**src/hw/i2c_slave_pkg.sv**
```systemverilog
/*
 Constants shared by the two-wire slave: modes, address prefix, bit
 counts, hold timing and reset values.
 Assumes a 50 MHz system clock.
*/
package i2c_slave_pkg;
    // ========================================
    // Mode select encoding
    localparam logic [1:0] MODE_7BIT      = 2'b00;
    localparam logic [1:0] MODE_10BIT     = 2'b01;
    localparam logic [1:0] MODE_7BIT_SP   = 2'b10;
    localparam logic [1:0] MODE_10BIT_SP  = 2'b11;
    localparam int         MODE_SP_POS    = 1;  // Start/Stop irq modes
    localparam int         MODE_10_POS    = 0;  // 10-bit modes
    // ========================================
    // Byte framing
    localparam logic [4:0] ADDR10_PREFIX  = 5'h1e;
    localparam logic [3:0] BIT_EIGHTH     = 4'h8;
    localparam logic [3:0] BIT_NINTH      = 4'h9;
    // ========================================
    // Data hold timing
    localparam int         CLK_NS         = 20;
    localparam int         HOLD_LONG_NS   = 300;
    localparam int         HOLD_SHORT_NS  = 100;
    localparam int         HOLD_LONG_CYC  = (HOLD_LONG_NS + CLK_NS - 1) / CLK_NS;
    localparam int         HOLD_SHORT_CYC = (HOLD_SHORT_NS + CLK_NS - 1) / CLK_NS;
    // ========================================
    // Reset values and buffering
    localparam logic [7:0] SHIFT_RST      = 8'h00;
    localparam int         RX_FIFO_DEPTH  = 16;
    localparam int         RX_FIFO_WIDTH  = 8;
endpackage

```
**src/hw/i2c_slave_cond_ack.sv**
```systemverilog
/*
 Two-wire slave: Start/Stop/Restart detection, data hold select,
 collision flagging, acknowledge generation, address matching with
 mask and 10-bit prior match, received bytes buffered in a FIFO.
 Assumes pins arrive asynchronously and an outer wire resolves the
 open-drain data line from o_sda_oe_n.
*/
`timescale 1ns/1ns

// ========================================
// Receive FIFO
module rx_fifo
#(
    parameter int WIDTH = 8,
    parameter int DEPTH = 16
)
(
    input  wire logic             i_clock,
    input  wire logic             i_sys_rst,
    input  wire logic             i_in_valid,
    output logic                  o_in_ready,
    input  wire logic [WIDTH-1:0] i_in_data,
    output logic                  o_out_valid,
    input  wire logic             i_out_ready,
    output logic      [WIDTH-1:0] o_out_data
);
    localparam int AW = $clog2(DEPTH);
    if (DEPTH < 2 || (1 << AW) != DEPTH)
        $error("rx_fifo: DEPTH must be a power of two, at least 2");

    logic [WIDTH-1:0] mem [DEPTH];
    logic [AW-1:0]    wr_ptr_r;
    logic [AW-1:0]    rd_ptr_r;
    logic [AW:0]      count_r;
    logic             push;
    logic             pop;

    // Honest flags straight from the occupancy count
    assign o_in_ready  = count_r != (AW+1)'(DEPTH);
    assign o_out_valid = count_r != '0;
    assign push        = i_in_valid && o_in_ready;
    assign pop         = o_out_valid && i_out_ready;
    assign o_out_data  = mem[rd_ptr_r];

    // Storage, no reset needed on the data words
    always_ff @(posedge i_clock)
    begin
        if (push)
            mem[wr_ptr_r] <= i_in_data;
    end

    // Pointers and count
    always_ff @(posedge i_clock)
    begin
        if (i_sys_rst)
        begin
            wr_ptr_r <= '0;
            rd_ptr_r <= '0;
            count_r  <= '0;
        end
        else
        begin
            if (push)
                wr_ptr_r <= wr_ptr_r + 1'b1;
            if (pop)
                rd_ptr_r <= rd_ptr_r + 1'b1;
            count_r <= count_r + (AW+1)'(push) - (AW+1)'(pop);
        end
    end
endmodule

// ========================================
// Slave core
// Behaviour
// Hold select stretches data hold to 300 ns
// Line low while expecting high flags collision
// SDA falls with SCL high is Start
// SDA low before own drive flags Start collision
// SDA rises with SCL high is Stop
// Stop needs a prior SCL low period
// Restart resets protocol state like Start
// 10-bit read needs full address then Restart
// Prior-match kept until Stop or failed/write high
// Start/Stop irq enables add irqs elsewhere
// Ninth pulse is acknowledge; receiver pulls low
// Received ninth-bit level stored in status bit
// Hold modes drive software acknowledge value
// No hold modes: hardware acknowledges itself
// Full buffer or overflow withholds acknowledge
// Ack-time status set after eighth fall
// Mode field picks four 7/10-bit modes
// Start/Stop modes flag every condition
// First byte after Start compared to address
// Match loads byte and raises interrupt flag
// Mismatch returns idle silently; with a full buffer the overflow flag is still set
// Mask bits exclude positions from match; mask bits 9:8 are unused, so the 10-bit high byte is never masked
// 7-bit match ignores direction bit
// 10-bit high byte is 11110 A9 A8 0
// Bytes shift most significant bit first
// Clock and data synchronised before use
module i2c_slave_cond_ack
    import i2c_slave_pkg::*;
(
    input  wire logic       i_clock,
    input  wire logic       i_sys_rst,
    input  wire logic       i_scl,
    input  wire logic       i_sda,
    output logic            o_sda,
    output logic            o_sda_oe_n,
    input  wire logic [1:0] i_port_mode_select,
    input  wire logic       i_hold_time_select,
    input  wire logic       i_start_irq_enable,
    input  wire logic       i_stop_irq_enable,
    input  wire logic       i_address_hold_enable,
    input  wire logic       i_data_hold_enable,
    input  wire logic       i_ack_data_bit,
    input  wire logic [9:0] i_slave_address,
    input  wire logic [9:0] i_address_mask,
    input  wire logic [7:0] i_tx_data,
    input  wire logic       i_irq_clear,
    input  wire logic       i_overflow_clear,
    input  wire logic       i_collision_clear,
    output logic            o_rx_valid,
    input  wire logic       i_rx_ready,
    output logic [7:0]      o_rx_data,
    output logic            o_buffer_full_flag,
    output logic            o_receive_overflow_flag,
    output logic            o_port_interrupt_flag,
    output logic            o_ack_status_bit,
    output logic            o_ack_time_status,
    output logic            o_bus_collision,
    output logic            o_prior_match,
    output logic            o_start_seen,
    output logic            o_stop_seen
);
    typedef enum logic [2:0] {
        ST_IDLE    = 3'b000,
        ST_ADDR    = 3'b001,
        ST_ADDR_LO = 3'b010,
        ST_RX      = 3'b011,
        ST_TX      = 3'b100
    } slave_state_e;

    // Masked equality; set mask bits drop out of the compare
    function automatic logic addr_eq(input logic [7:0] a,
                                     input logic [7:0] b,
                                     input logic [7:0] m);
        addr_eq = ((a ^ b) & ~m) == 8'h00;
    endfunction

    slave_state_e state_r;
    logic         scl_s1, scl_s2, scl_d;
    logic         sda_s1, sda_s2, sda_d;
    logic         scl_rise, scl_fall, start_det, stop_det;
    logic         scl_low_seen_r;
    logic [3:0]   bit_cnt_r;
    logic [7:0]   rx_sh_r;
    logic [7:0]   tx_sh_r;
    logic [4:0]   hold_cnt_r;
    logic         sda_low_r;
    logic         want_low;
    logic         ack_go_r;
    logic         hold_mode;
    logic         eighth_fall, ninth_fall;
    logic         ten_bit, sp_mode;
    logic         hi_ok, match7, match_lo;
    logic         fifo_ready, push;
    logic         coll_r, ovf_r, irq_r, ack_status_bit_r, ack_time_status_r;
    logic         prior_r, start_r, stop_r;
    logic         irq_set, coll_set;

    // Two sync flops plus a delay flop on each pin; the second and delay flops feed logic
    always_ff @(posedge i_clock)
    begin
        if (i_sys_rst)
        begin
            {scl_s1, scl_s2, scl_d} <= 3'h7;
            {sda_s1, sda_s2, sda_d} <= 3'h7;
        end
        else
        begin
            scl_s1 <= i_scl;
            scl_s2 <= scl_s1;
            scl_d  <= scl_s2;
            sda_s1 <= i_sda;
            sda_s2 <= sda_s1;
            sda_d  <= sda_s2;
        end
    end

    // Edge and condition decode on the synchronised lines
    assign scl_rise  = scl_s2 && !scl_d;
    assign scl_fall  = !scl_s2 && scl_d;
    assign start_det = scl_s2 && scl_d && sda_d && !sda_s2;
    assign stop_det  = scl_s2 && scl_d && !sda_d && sda_s2 &&
                       scl_low_seen_r;
    assign ten_bit   = i_port_mode_select[MODE_10_POS];
    assign sp_mode   = i_port_mode_select[MODE_SP_POS];
    assign eighth_fall = scl_fall && bit_cnt_r == BIT_EIGHTH;
    assign ninth_fall  = scl_fall && bit_cnt_r == BIT_NINTH;
    assign hold_mode = (state_r == ST_RX) ? i_data_hold_enable
                                          : i_address_hold_enable;

    // Address compares: 7-bit skips R/W, 10-bit high has fixed prefix
    assign match7   = addr_eq({rx_sh_r[7:1], 1'b0},
                              {i_slave_address[6:0], 1'b0},
                              {i_address_mask[6:0], 1'b1});
    assign hi_ok    = rx_sh_r[7:1] ==
                      {ADDR10_PREFIX, i_slave_address[9:8]};
    assign match_lo = addr_eq(rx_sh_r, i_slave_address[7:0],
                              i_address_mask[7:0]);

    // A byte is accepted only with room and no overflow pending
    assign push = eighth_fall && fifo_ready && !ovf_r &&
                  ((state_r == ST_ADDR && !ten_bit && match7) ||
                   (state_r == ST_ADDR && ten_bit && hi_ok &&
                    (!rx_sh_r[0] || prior_r)) ||
                   (state_r == ST_ADDR_LO && match_lo) ||
                   state_r == ST_RX);

    // Line value wanted now; applied only once hold has expired
    always_comb
    begin
        want_low = 1'b0;
        if (state_r == ST_TX && bit_cnt_r < BIT_EIGHTH)
            want_low = !tx_sh_r[7];
        else if (state_r != ST_IDLE && state_r != ST_TX &&
                 bit_cnt_r >= BIT_EIGHTH)
            want_low = ack_go_r &&
                       (hold_mode ? !i_ack_data_bit : 1'b1);
    end

    // Hold counter restarts on every SCL fall
    always_ff @(posedge i_clock)
    begin
        if (i_sys_rst)
            hold_cnt_r <= '0;
        else if (scl_fall)
            hold_cnt_r <= i_hold_time_select ?
                          5'(HOLD_LONG_CYC - 1) :
                          5'(HOLD_SHORT_CYC - 1);
        else if (hold_cnt_r != '0)
            hold_cnt_r <= hold_cnt_r - 1'b1;
    end

    // Drive register; releases at once on any bus condition
    always_ff @(posedge i_clock)
    begin
        if (i_sys_rst || start_det || stop_det)
            sda_low_r <= 1'b0;
        else if (hold_cnt_r == '0 && !scl_fall)
            sda_low_r <= want_low;
    end

    // SCL low seen since the last bus condition
    always_ff @(posedge i_clock)
    begin
        if (i_sys_rst || start_det || stop_det)
            scl_low_seen_r <= 1'b0;
        else if (!scl_s2)
            scl_low_seen_r <= 1'b1;
    end

    // Protocol state, bit count and shifters
    always_ff @(posedge i_clock)
    begin
        if (i_sys_rst || stop_det)
        begin
            state_r   <= ST_IDLE;
            bit_cnt_r <= '0;
            rx_sh_r   <= SHIFT_RST;
            tx_sh_r   <= SHIFT_RST;
            ack_go_r  <= 1'b0;
        end
        else if (start_det)
        begin
            state_r   <= ST_ADDR;
            bit_cnt_r <= '0;
            ack_go_r  <= 1'b0;
        end
        else if (coll_set)
            state_r <= ST_IDLE;
        else if (state_r != ST_IDLE)
        begin
            if (scl_rise && bit_cnt_r < BIT_EIGHTH)
            begin
                rx_sh_r   <= {rx_sh_r[6:0], sda_s2};
                bit_cnt_r <= bit_cnt_r + 1'b1;
            end
            else if (scl_rise && bit_cnt_r == BIT_EIGHTH)
                bit_cnt_r <= BIT_NINTH;
            if (scl_fall && state_r == ST_TX && bit_cnt_r != '0 &&
                bit_cnt_r < BIT_EIGHTH)
                tx_sh_r <= {tx_sh_r[6:0], 1'b0};
            if (eighth_fall)
                ack_go_r <= push;
            if (ninth_fall)
            begin
                bit_cnt_r <= '0;
                tx_sh_r   <= i_tx_data;
                unique case (state_r)
                    ST_ADDR:
                        if (!sda_low_r)
                            state_r <= ST_IDLE;
                        else if (!ten_bit)
                            state_r <= rx_sh_r[0] ? ST_TX : ST_RX;
                        else if (rx_sh_r[0])
                            state_r <= ST_TX;
                        else
                            state_r <= ST_ADDR_LO;
                    ST_ADDR_LO, ST_RX:
                        state_r <= sda_low_r ? ST_RX : ST_IDLE;
                    ST_TX:
                        if (ack_status_bit_r)
                            state_r <= ST_IDLE;
                    ST_IDLE:
                        state_r <= ST_IDLE;
                endcase
            end
        end
    end

    // 10-bit prior match flag
    always_ff @(posedge i_clock)
    begin
        if (i_sys_rst || stop_det)
            prior_r <= 1'b0;
        else if (eighth_fall && ten_bit)
        begin
            if (state_r == ST_ADDR_LO && match_lo)
                prior_r <= 1'b1;
            else if (state_r == ST_ADDR_LO ||
                     (state_r == ST_ADDR &&
                      (!hi_ok || !rx_sh_r[0])))
                prior_r <= 1'b0;
        end
    end

    // Acknowledge level from the master on the ninth rise
    always_ff @(posedge i_clock)
    begin
        if (i_sys_rst)
            ack_status_bit_r <= 1'b0;
        else if (scl_rise && bit_cnt_r == BIT_EIGHTH &&
                 state_r == ST_TX)
            ack_status_bit_r <= sda_s2;
    end

    // Ack-time status: eighth fall to ninth fall, hold modes only
    always_ff @(posedge i_clock)
    begin
        if (i_sys_rst || start_det || stop_det || ninth_fall)
            ack_time_status_r <= 1'b0;
        else if (eighth_fall && push && state_r != ST_TX &&
                 (i_address_hold_enable || i_data_hold_enable))
            ack_time_status_r <= 1'b1;
    end

    // Collision: line low while this end leaves it high
    assign coll_set = (state_r == ST_TX && scl_rise &&
                       bit_cnt_r < BIT_EIGHTH && !sda_low_r &&
                       !sda_s2) ||
                      (start_det && state_r == ST_TX &&
                       bit_cnt_r < BIT_EIGHTH && !sda_low_r);

    // Sticky flags; a new event wins over a clear in the same cycle
    always_ff @(posedge i_clock)
    begin
        if (i_sys_rst)
        begin
            coll_r <= 1'b0;
            ovf_r  <= 1'b0;
        end
        else
        begin
            coll_r <= coll_set || (coll_r && !i_collision_clear);
            ovf_r  <= (eighth_fall && !fifo_ready &&
                       state_r != ST_IDLE && state_r != ST_TX) ||
                      (ovf_r && !i_overflow_clear);
        end
    end

    // Interrupt sources
    assign irq_set = push ||
                     (ninth_fall && state_r == ST_TX &&
                      !ack_status_bit_r) ||
                     (start_det &&
                      (sp_mode || i_start_irq_enable)) ||
                     (stop_det &&
                      (sp_mode || i_stop_irq_enable));

    always_ff @(posedge i_clock)
    begin
        if (i_sys_rst)
            irq_r <= 1'b0;
        else
            irq_r <= irq_set || (irq_r && !i_irq_clear);
    end

    // Last bus condition seen
    always_ff @(posedge i_clock)
    begin
        if (i_sys_rst)
        begin
            start_r <= 1'b0;
            stop_r  <= 1'b0;
        end
        else if (start_det || stop_det)
        begin
            start_r <= start_det;
            stop_r  <= stop_det;
        end
    end

    rx_fifo #(.WIDTH(RX_FIFO_WIDTH), .DEPTH(RX_FIFO_DEPTH)) u_fifo (
        .i_clock    (i_clock),
        .i_sys_rst  (i_sys_rst),
        .i_in_valid (push),
        .o_in_ready (fifo_ready),
        .i_in_data  (rx_sh_r),
        .o_out_valid(o_rx_valid),
        .i_out_ready(i_rx_ready),
        .o_out_data (o_rx_data)
    );

    assign o_sda                   = 1'b0;
    assign o_sda_oe_n              = !sda_low_r;
    assign o_buffer_full_flag      = !fifo_ready;
    assign o_receive_overflow_flag = ovf_r;
    assign o_port_interrupt_flag   = irq_r;
    assign o_ack_status_bit        = ack_status_bit_r;
    assign o_ack_time_status       = ack_time_status_r;
    assign o_bus_collision         = coll_r;
    assign o_prior_match           = prior_r;
    assign o_start_seen            = start_r;
    assign o_stop_seen             = stop_r;

    // ========================================
    // Assertions
    a_hold_long_load: assert property (@(posedge i_clock)
        disable iff (i_sys_rst) scl_fall && i_hold_time_select
        |=> hold_cnt_r == 5'(HOLD_LONG_CYC - 1))
        else $error("long hold not loaded");
    a_hold_no_change: assert property (@(posedge i_clock)
        disable iff (i_sys_rst) scl_fall && i_hold_time_select
        && !start_det ##1 !start_det[*8] |-> $stable(sda_low_r))
        else $error("data changed inside hold");
    a_tx_collision: assert property (@(posedge i_clock)
        disable iff (i_sys_rst) coll_set |=> coll_r
        && (state_r == ST_IDLE || $past(start_det)))
        else $error("collision not flagged");
    a_start_reset: assert property (@(posedge i_clock)
        disable iff (i_sys_rst) start_det && !stop_det
        |=> state_r == ST_ADDR && bit_cnt_r == 4'h0)
        else $error("start did not reset state");
    a_stop_idle: assert property (@(posedge i_clock)
        disable iff (i_sys_rst) stop_det
        |=> state_r == ST_IDLE && !prior_r && stop_r)
        else $error("stop did not idle");
    a_stop_low_seen: assert property (@(posedge i_clock)
        disable iff (i_sys_rst) stop_det |-> scl_low_seen_r)
        else $error("stop without scl low");
    a_ack_status: assert property (@(posedge i_clock)
        disable iff (i_sys_rst) scl_rise && state_r == ST_TX
        && bit_cnt_r == BIT_EIGHTH && !start_det && !stop_det
        |=> ack_status_bit_r == $past(sda_s2))
        else $error("ack level not stored");
    a_full_nack: assert property (@(posedge i_clock)
        disable iff (i_sys_rst) eighth_fall && !fifo_ready
        |=> !ack_go_r)
        else $error("ack given while full");
    a_mismatch_quiet: assert property (@(posedge i_clock)
        disable iff (i_sys_rst) eighth_fall && state_r == ST_ADDR
        && !ten_bit && !match7 |-> !push)
        else $error("mismatch produced data");
    a_sp_irq: assert property (@(posedge i_clock)
        disable iff (i_sys_rst) (start_det || stop_det) && sp_mode
        |=> irq_r)
        else $error("condition irq missing");
    a_ack_time_set: assert property (@(posedge i_clock)
        disable iff (i_sys_rst) eighth_fall && push && !start_det
        && !stop_det && (i_address_hold_enable || i_data_hold_enable)
        |=> ack_time_status_r)
        else $error("ack time status not set");
    c_start: cover property (@(posedge i_clock) start_det);
    c_match: cover property (@(posedge i_clock) push
        && state_r == ST_ADDR);
    c_stop: cover property (@(posedge i_clock) stop_det);
    c_collide: cover property (@(posedge i_clock) coll_set);
endmodule

```
**config.mk**
```make
export PLATFORM = sky130hd
export DESIGN_NAME = i2c_slave_cond_ack
export DESIGN_NICKNAME = d
export VERILOG_FILES = /design/src/hw/i2c_slave_pkg.sv /design/src/hw/i2c_slave_cond_ack.sv
export SDC_FILE = /design/constraint.sdc
export NUM_CORES = 1
export LEC_CHECK = 0
export ABC_AREA = 0
export BUFFER_PORTS_ARGS = -buffer_cell sky130_fd_sc_hd__clkbuf_2
export CAP_MARGIN = 20
export CORE_ASPECT_RATIO = 0.6
export CORE_MARGIN = 2
export CORE_UTILIZATION = 45
export CTS_CLUSTER_SIZE = 14
export DETAILED_ROUTE_END_ITERATION = 8
export PLACE_DENSITY = 0.74
export SLEW_MARGIN = 30
export SYNTH_ARGS = -nofsm -noshare
export SYNTH_HDL_FRONTEND = slang
export SYNTH_SLANG_ARGS = --single-unit
```
**constraint.sdc**
```tcl
create_clock -name i_clock -period 8.3 [get_ports i_clock]
set_clock_uncertainty 0.1 [all_clocks]
set_input_delay 0.415 -clock i_clock [delete_from_list [all_inputs] [get_ports i_clock]]
set_output_delay 0.415 -clock i_clock [all_outputs]
set_load 0.05 [all_outputs]
```
; Yosys cells after proc, flatten, opt, wreduce, memory -nomap -nowiden
; Memories as Yosys holds them, arrays and structs flattened. A register that Yosys moved wholly into a read port is not among the register bits.
; Cells that the tools add are included.
[classes]
reduce_logical = 116
n_addsub = 6
muxes = 29
bitwise = 8
magnitude_cmp = 2
n_eq_ne = 11
[op_table]
columns = op, count
row1 = $logic_and 1x1->1, 54
row2 = $mux 4, 6
row3 = $logic_or 1x1->1, 21
row4 = $logic_not 1->1, 17
row5 = $and 8x8->8, 2
row6 = $logic_not 8->1, 2
row7 = $mux 8, 2
row8 = $not 8->8, 2
row9 = $xor 8x8->8, 2
row10 = $mux 3, 5
row11 = $add 4x1->4 const B, 3
row12 = $mux 1, 12
row13 = $pmux 3 s4, 1
row14 = $reduce_and 3->1, 4
row15 = $reduce_bool 3->1, 4
row16 = $mux 5, 2
row17 = $reduce_bool 5->1, 2
row18 = $eq 4x4->1 const B, 2
row19 = $reduce_and 4->1, 2
row20 = $eq 7x7->1, 1
row21 = $eq 3x2->1 const B, 2
row22 = $reduce_bool 2->1, 3
row23 = $add 5x1->5, 1
row24 = $logic_not 5->1, 1
row25 = 17 further kinds, 19
[totals]
mem_count = 1
word_cells = 199
register_bits = 58
inputBits = 44
output_inout_bits = 20
ram_bits = 128
[memory_table]
columns = memory, words, width, read_ports, rd_ports_with_merged_regs, wr, line_no
row1 = u_fifo.mem, 16, 8, 1, 1, 1, i2c_slave_cond_ack.sv:31  ; logic [WIDTH-1:0] mem [DEPTH];

; Longest topological paths before layout
[depth]
word_depth = 12
mapped_depth = 16
depth_no_buf = 14

; Hierarchy
; From an unflattened synthesis, not the netlist that was laid out.
[hier_totals]
cells_unflattened = 602
hier_area_um2 = 8186.6
[by_module_without_submodules]
columns = mod, seq_area_each_um2, cells_per_inst, n_inst, area_each_um2
row1 = rx_fifo, 4184.0, 309, 1, 5744.3
row2 = i2c_slave_cond_ack, 900.9, 293, 1, 2442.3

; Worst setup path before layout
; No wires, ideal clock.
[synth_path]
path_type = register to register
from = reg u_fifo.count_r[3]
to = reg u_fifo.count_r[4]
setup_time_ps = 71
arrival_ps = 3089
required_time_ps = 8129
slack_ps = 5040
n_path_buf = 1
path_stages_with_launch = 16
period_less_slack_ps = 3260
path_cell_list = dfxtp_1 inv_1 ha_1 or4b_2 and2_1 clkbuf_1 ha_1 inv_1 ha_1 inv_1 fa_1 inv_1 a21oi_1 nor2_1 or3_1 a21oi_1
[synth_between]
word_cells_on_any_way = 9
classes_between = add/sub (2) / eq/ne (1) / reduce/logical (6)
[synth_lines]
columns = element, line_no
row1 = from (decl), i2c_slave_cond_ack.sv:34  ; logic [AW:0] count_r;
row2 = from (signal assigned), i2c_slave_cond_ack.sv:67  ; count_r <= count_r + (AW+1)'(push) - (AW+1)'(pop);
row3 = $reduce_bool 5->1, i2c_slave_cond_ack.sv:40  ; assign o_out_valid = count_r != '0;
row4 = named net o_rx_valid, i2c_slave_cond_ack.sv:123  ; output logic o_rx_valid,
row5 = $logic_and 1x1->1, i2c_slave_cond_ack.sv:42  ; assign pop = o_out_valid && i_out_ready;
row6 = named net u_fifo.pop, i2c_slave_cond_ack.sv:36  ; logic pop;
row7 = $sub 5x1->5, i2c_slave_cond_ack.sv:67
; The timed path passes the listed nets, and every way through them passes these cells.
; A chain may end at the register's enable or synchronous reset.

; Worst setup path in the final report
[layout_path]
from = reg rx_sh_r[2]
to = reg u_fifo.count_r[4]
[layout_between]
elab_chain_cells = 11
word_cells_on_any_way = 18
classes_between = add/sub (2) / eq/ne (1) / bitwise (4) / reduce/logical (11)
[layout_lines]
columns = element, line_no
row1 = from (decl), i2c_slave_cond_ack.sv:157  ; logic [7:0] rx_sh_r;
row2 = from (signal assigned), i2c_slave_cond_ack.sv:287  ; rx_sh_r <= {rx_sh_r[6:0], sda_s2};
row3 = $xor 8x8->8, i2c_slave_cond_ack.sv:148  ; addr_eq = ((a ^ b) & ~m) == 8'h00;
row4 = $and 8x8->8, i2c_slave_cond_ack.sv:148
row5 = $logic_not 8->1, i2c_slave_cond_ack.sv:148
row6 = $logic_and 1x1->1, i2c_slave_cond_ack.sv:215  ; ((state_r == ST_ADDR && !ten_bit && match7) ||
row7 = $logic_or 1x1->1, i2c_slave_cond_ack.sv:215
row8 = $logic_or 1x1->1 *, i2c_slave_cond_ack.sv:217  ; (!rx_sh_r[0] || prior_r)) ||
row9 = $logic_or 1x1->1 *, i2c_slave_cond_ack.sv:218  ; (state_r == ST_ADDR_LO && match_lo) ||
row10 = $logic_and 1x1->1 *, i2c_slave_cond_ack.sv:214  ; assign push = eighth_fall && fifo_ready && !ovf_r &&
row11 = $logic_and 1x1->1 *, i2c_slave_cond_ack.sv:41  ; assign push = i_in_valid && o_in_ready;
row12 = $add 5x1->5 *, i2c_slave_cond_ack.sv:67
row13 = $sub 5x1->5 *, i2c_slave_cond_ack.sv:67
; Mark *: on every way between the ends. The rest lies on a longest branch, timed or not.

==> metrics.txt <==
Most used DFF post-synth=edfxtp_1; total negative setup slack=0 ns; PortBufs=60; WL final=about 17000 um; area leader, netlist=edfxtp_1; Cells after Synth=570; CP endpoint kind=flip-flop; Crit path buffers/inverters=3; status=completed; top post-synthesis cells by area=edfxtp_1 47%, dfxtp_1 15%, mux4_2 11%; via count=4878; Clock transition at path regs=0.07 ns; EDFF count, synth=128; clk_lat worst skew=0.43 ns; mux share of post-synthesis cell area=0.140; diode count=0; detailed placement HPWL=11600 um; first-pass GRT wire length=roughly 27000 um; area occupied by registers=5090 um^2; synth-to-layout area growth=12.4%; row count=38; Final Cycle Share=0.451; commonest cells after routing, fill and taps aside=128 x edfxtp_1, 61 x dfxtp_1, 60 x clkbuf_2; # fillers=1480; Final Hold Fails=0; max-slew violation count=0; crit path DAT=3.92 ns; layout cells sized above 1=0.242; DR pass1 iterations=5; Antenna Nets Post-Route=0; Worst-Margin Slew=0.904 ns; Worst Hold Class=in -> reg; maximum vdd drop=roughly 0.00014 V; delay of the slowest critical-path stage=between 0.8 and 0.9 ns; residual DRC count=0; warnings from Yosys=0; Vert. Die Dim=108 um; main combinational cell family by area after synthesis=multiplexers; Total GRT Usage=0.189; most common cell after layout, fill and taps aside=edfxtp_1; die width=178 um; setup violators final=0; die area=around 19000 um^2; Crit Path Category=reg -> reg; via-per-instance ratio=5.59; crit-path leading delay family=flip-flops; Peak Freq=~270 MHz; fin worst setup slack=4.56 ns; max cap viols=0; H-tree levels=4; Clock Tree Buf Depth=2; Post-synth ARST share=0; Max FO, Critical Path=21; root buffer cell=clkbuf_16; initial antenna violation count=0; number of buffers created by CTS=17; Seq cells post-synth=190; post-CTS setup buffer count=0; CP required=~8.5 ns; slowest CP cell=dfxtp_1; critical-path cell list=xnor2_1 > o22ai_1 > nor4_1 > a311o_1 > o21ai_2 > inv_2 > ha_1 > inv_1 > fa_1 > inv_1 > a21oi_1 > nor2_1 > or3_1 > a21oi_1; simple logic cell fraction of the synthesized area=0.101; Hold-fix buffers, CTS=0; Synth Area in Compound Gates=0.0527; Yosys top cell area share=0.470; fin crit period=3.74 ns; CTS Sinks=190; unique cell type count in the Yosys netlist=64; starting density of the core=0.456; Pwr Total=0.00222 W; Seq/Total Area, Yosys=0.622; Top Ports=64; initial drt markers=383; area of the core=17900 um^2; slack of the worst reg-to-reg path=4.56 ns; syn_nets=631; Post-Synth Adder-Cell Area=0.0270; critical path startpoint category=flip-flop; Slew headroom=0.397; xor/xnor share of the synthesized area=0.0289; GP Congestion=around 0.89; cell area after synthesis=slightly above 8000 um^2; largest net degree at the start of global routing=35; mean post-synth cell area=~14 um^2; Place WS=4.62 ns; area of the multi-input gates=2860 um^2; TritonCTS clock tree=done; P_leak=3.10 nW; number of global-route vias before repair=slightly below 5000; grt total ovfl=0; Wirelength per Cell=19.4 um; CTS resizes=0; RSZ-0062 raised after global routing=no; PwrDens=242 nW/um^2; Nets=between 600 and 700
==> synth_stat cells, drive strengths merged (2+ instances only) <==
master,instances
edfxtp,128
dfxtp,62
nor2,47
mux4,40
a21oi,26
nand2,22
inv,20
buf,19
xnor2,19
mux2i,18
and3,17
ha,16
clkbuf,12
nand2b,9
o21ai,9
a211oi,8
nand3,8
nor2b,8
xor2,8
nor3,7
or2,7
o22ai,6
mux2,5
nand4,5
nor3b,5
nand3b,4
nor4,3
a211o,2
and2,2
and4,2
nor4b,2
o22a,2
==> worst paths after layout <==
check	startpoint	end	cells after the start
setup / recovery	rx_sh_r[2]$_SDFFE_PP0P_	u_fifo.count_r[4]$_SDFF_PP0_	14
hold / removal	i_sda	sda_s1$_SDFF_PP1_	2
setup reg to reg	rx_sh_r[2]$_SDFFE_PP0P_	u_fifo.count_r[4]$_SDFF_PP0_	14
hold reg to reg	scl_s1$_SDFF_PP1_	scl_s2$_SDFF_PP1_	1
==> cell type report <==
| type | instances | share of cell area |
|---|---|---|
| Sequential cell | 190 | 0.554 |
| Multi-Input combinational cell | 329 | 0.311 |
| Clock buffer | 18 | 0.0467 |
| Timing Repair Buffer | 61 | 0.0335 |
| Tap cell | 240 | 0.0327 |
| Clock inverter | 14 | 0.0136 |
| Inverter | 20 | 0.00817 |
==> per-layer routing <==
layer,vias to the layer above,global-route usage,wire [um]
li1,2256,-,-
met1,2446,0.273,7990
met2,162,0.284,7450
met3,14,0.0506,1300
met4,0,0.0498,161
met5,-,0,0
==> power by group <==
| part | switching [W] | total (W) | internal [W] |
|---|---|---|---|
| clock | 0.000371 | 0.000766 | 0.000395 |
| combinational | 0.000189 | 0.000355 | 0.000165 |
| sequential | 0.0000674 | 0.00110 | 0.00103 |
| total | 0.000628 | 0.00222 | 0.00159 |
==> state kept, by name, summed over array words and instances (netlist names), 3 cells and up, named ones only <==
name and cells:
u_fifo.mem 128, rx_sh_r 8, tx_sh_r 8, hold_cnt_r 5
u_fifo.count_r 5, bit_cnt_r 4, u_fifo.rd_ptr_r 4, u_fifo.wr_ptr_r 4
state_r 3
==> metrics by stage <==
step	instance area (um^2)	hold slack, ns	cells	utilization
2_1_floorplan	8170	0.289	570	-
3_3_place_gp	8630	0.301	840	0.481
3_5_place_dp	8630	0.297	840	0.481
4_1_cts	9180	0.0641	872	0.512
5_1_grt	9180	0.0564	872	0.512
6_report	9180	0.0717	872	0.512
==> logic make-up after synthesis <==
logic type,Yosys count
buffers and inverters,51
multiplexers,63
other,1
AND/OR/NAND/NOR,154
adder cells (fa/ha/maj),17
flip-flops,190
AO/OA/AOI/OAI,67
XOR/XNOR,27
No activity file was read; power rests on OpenSTA's default activity.
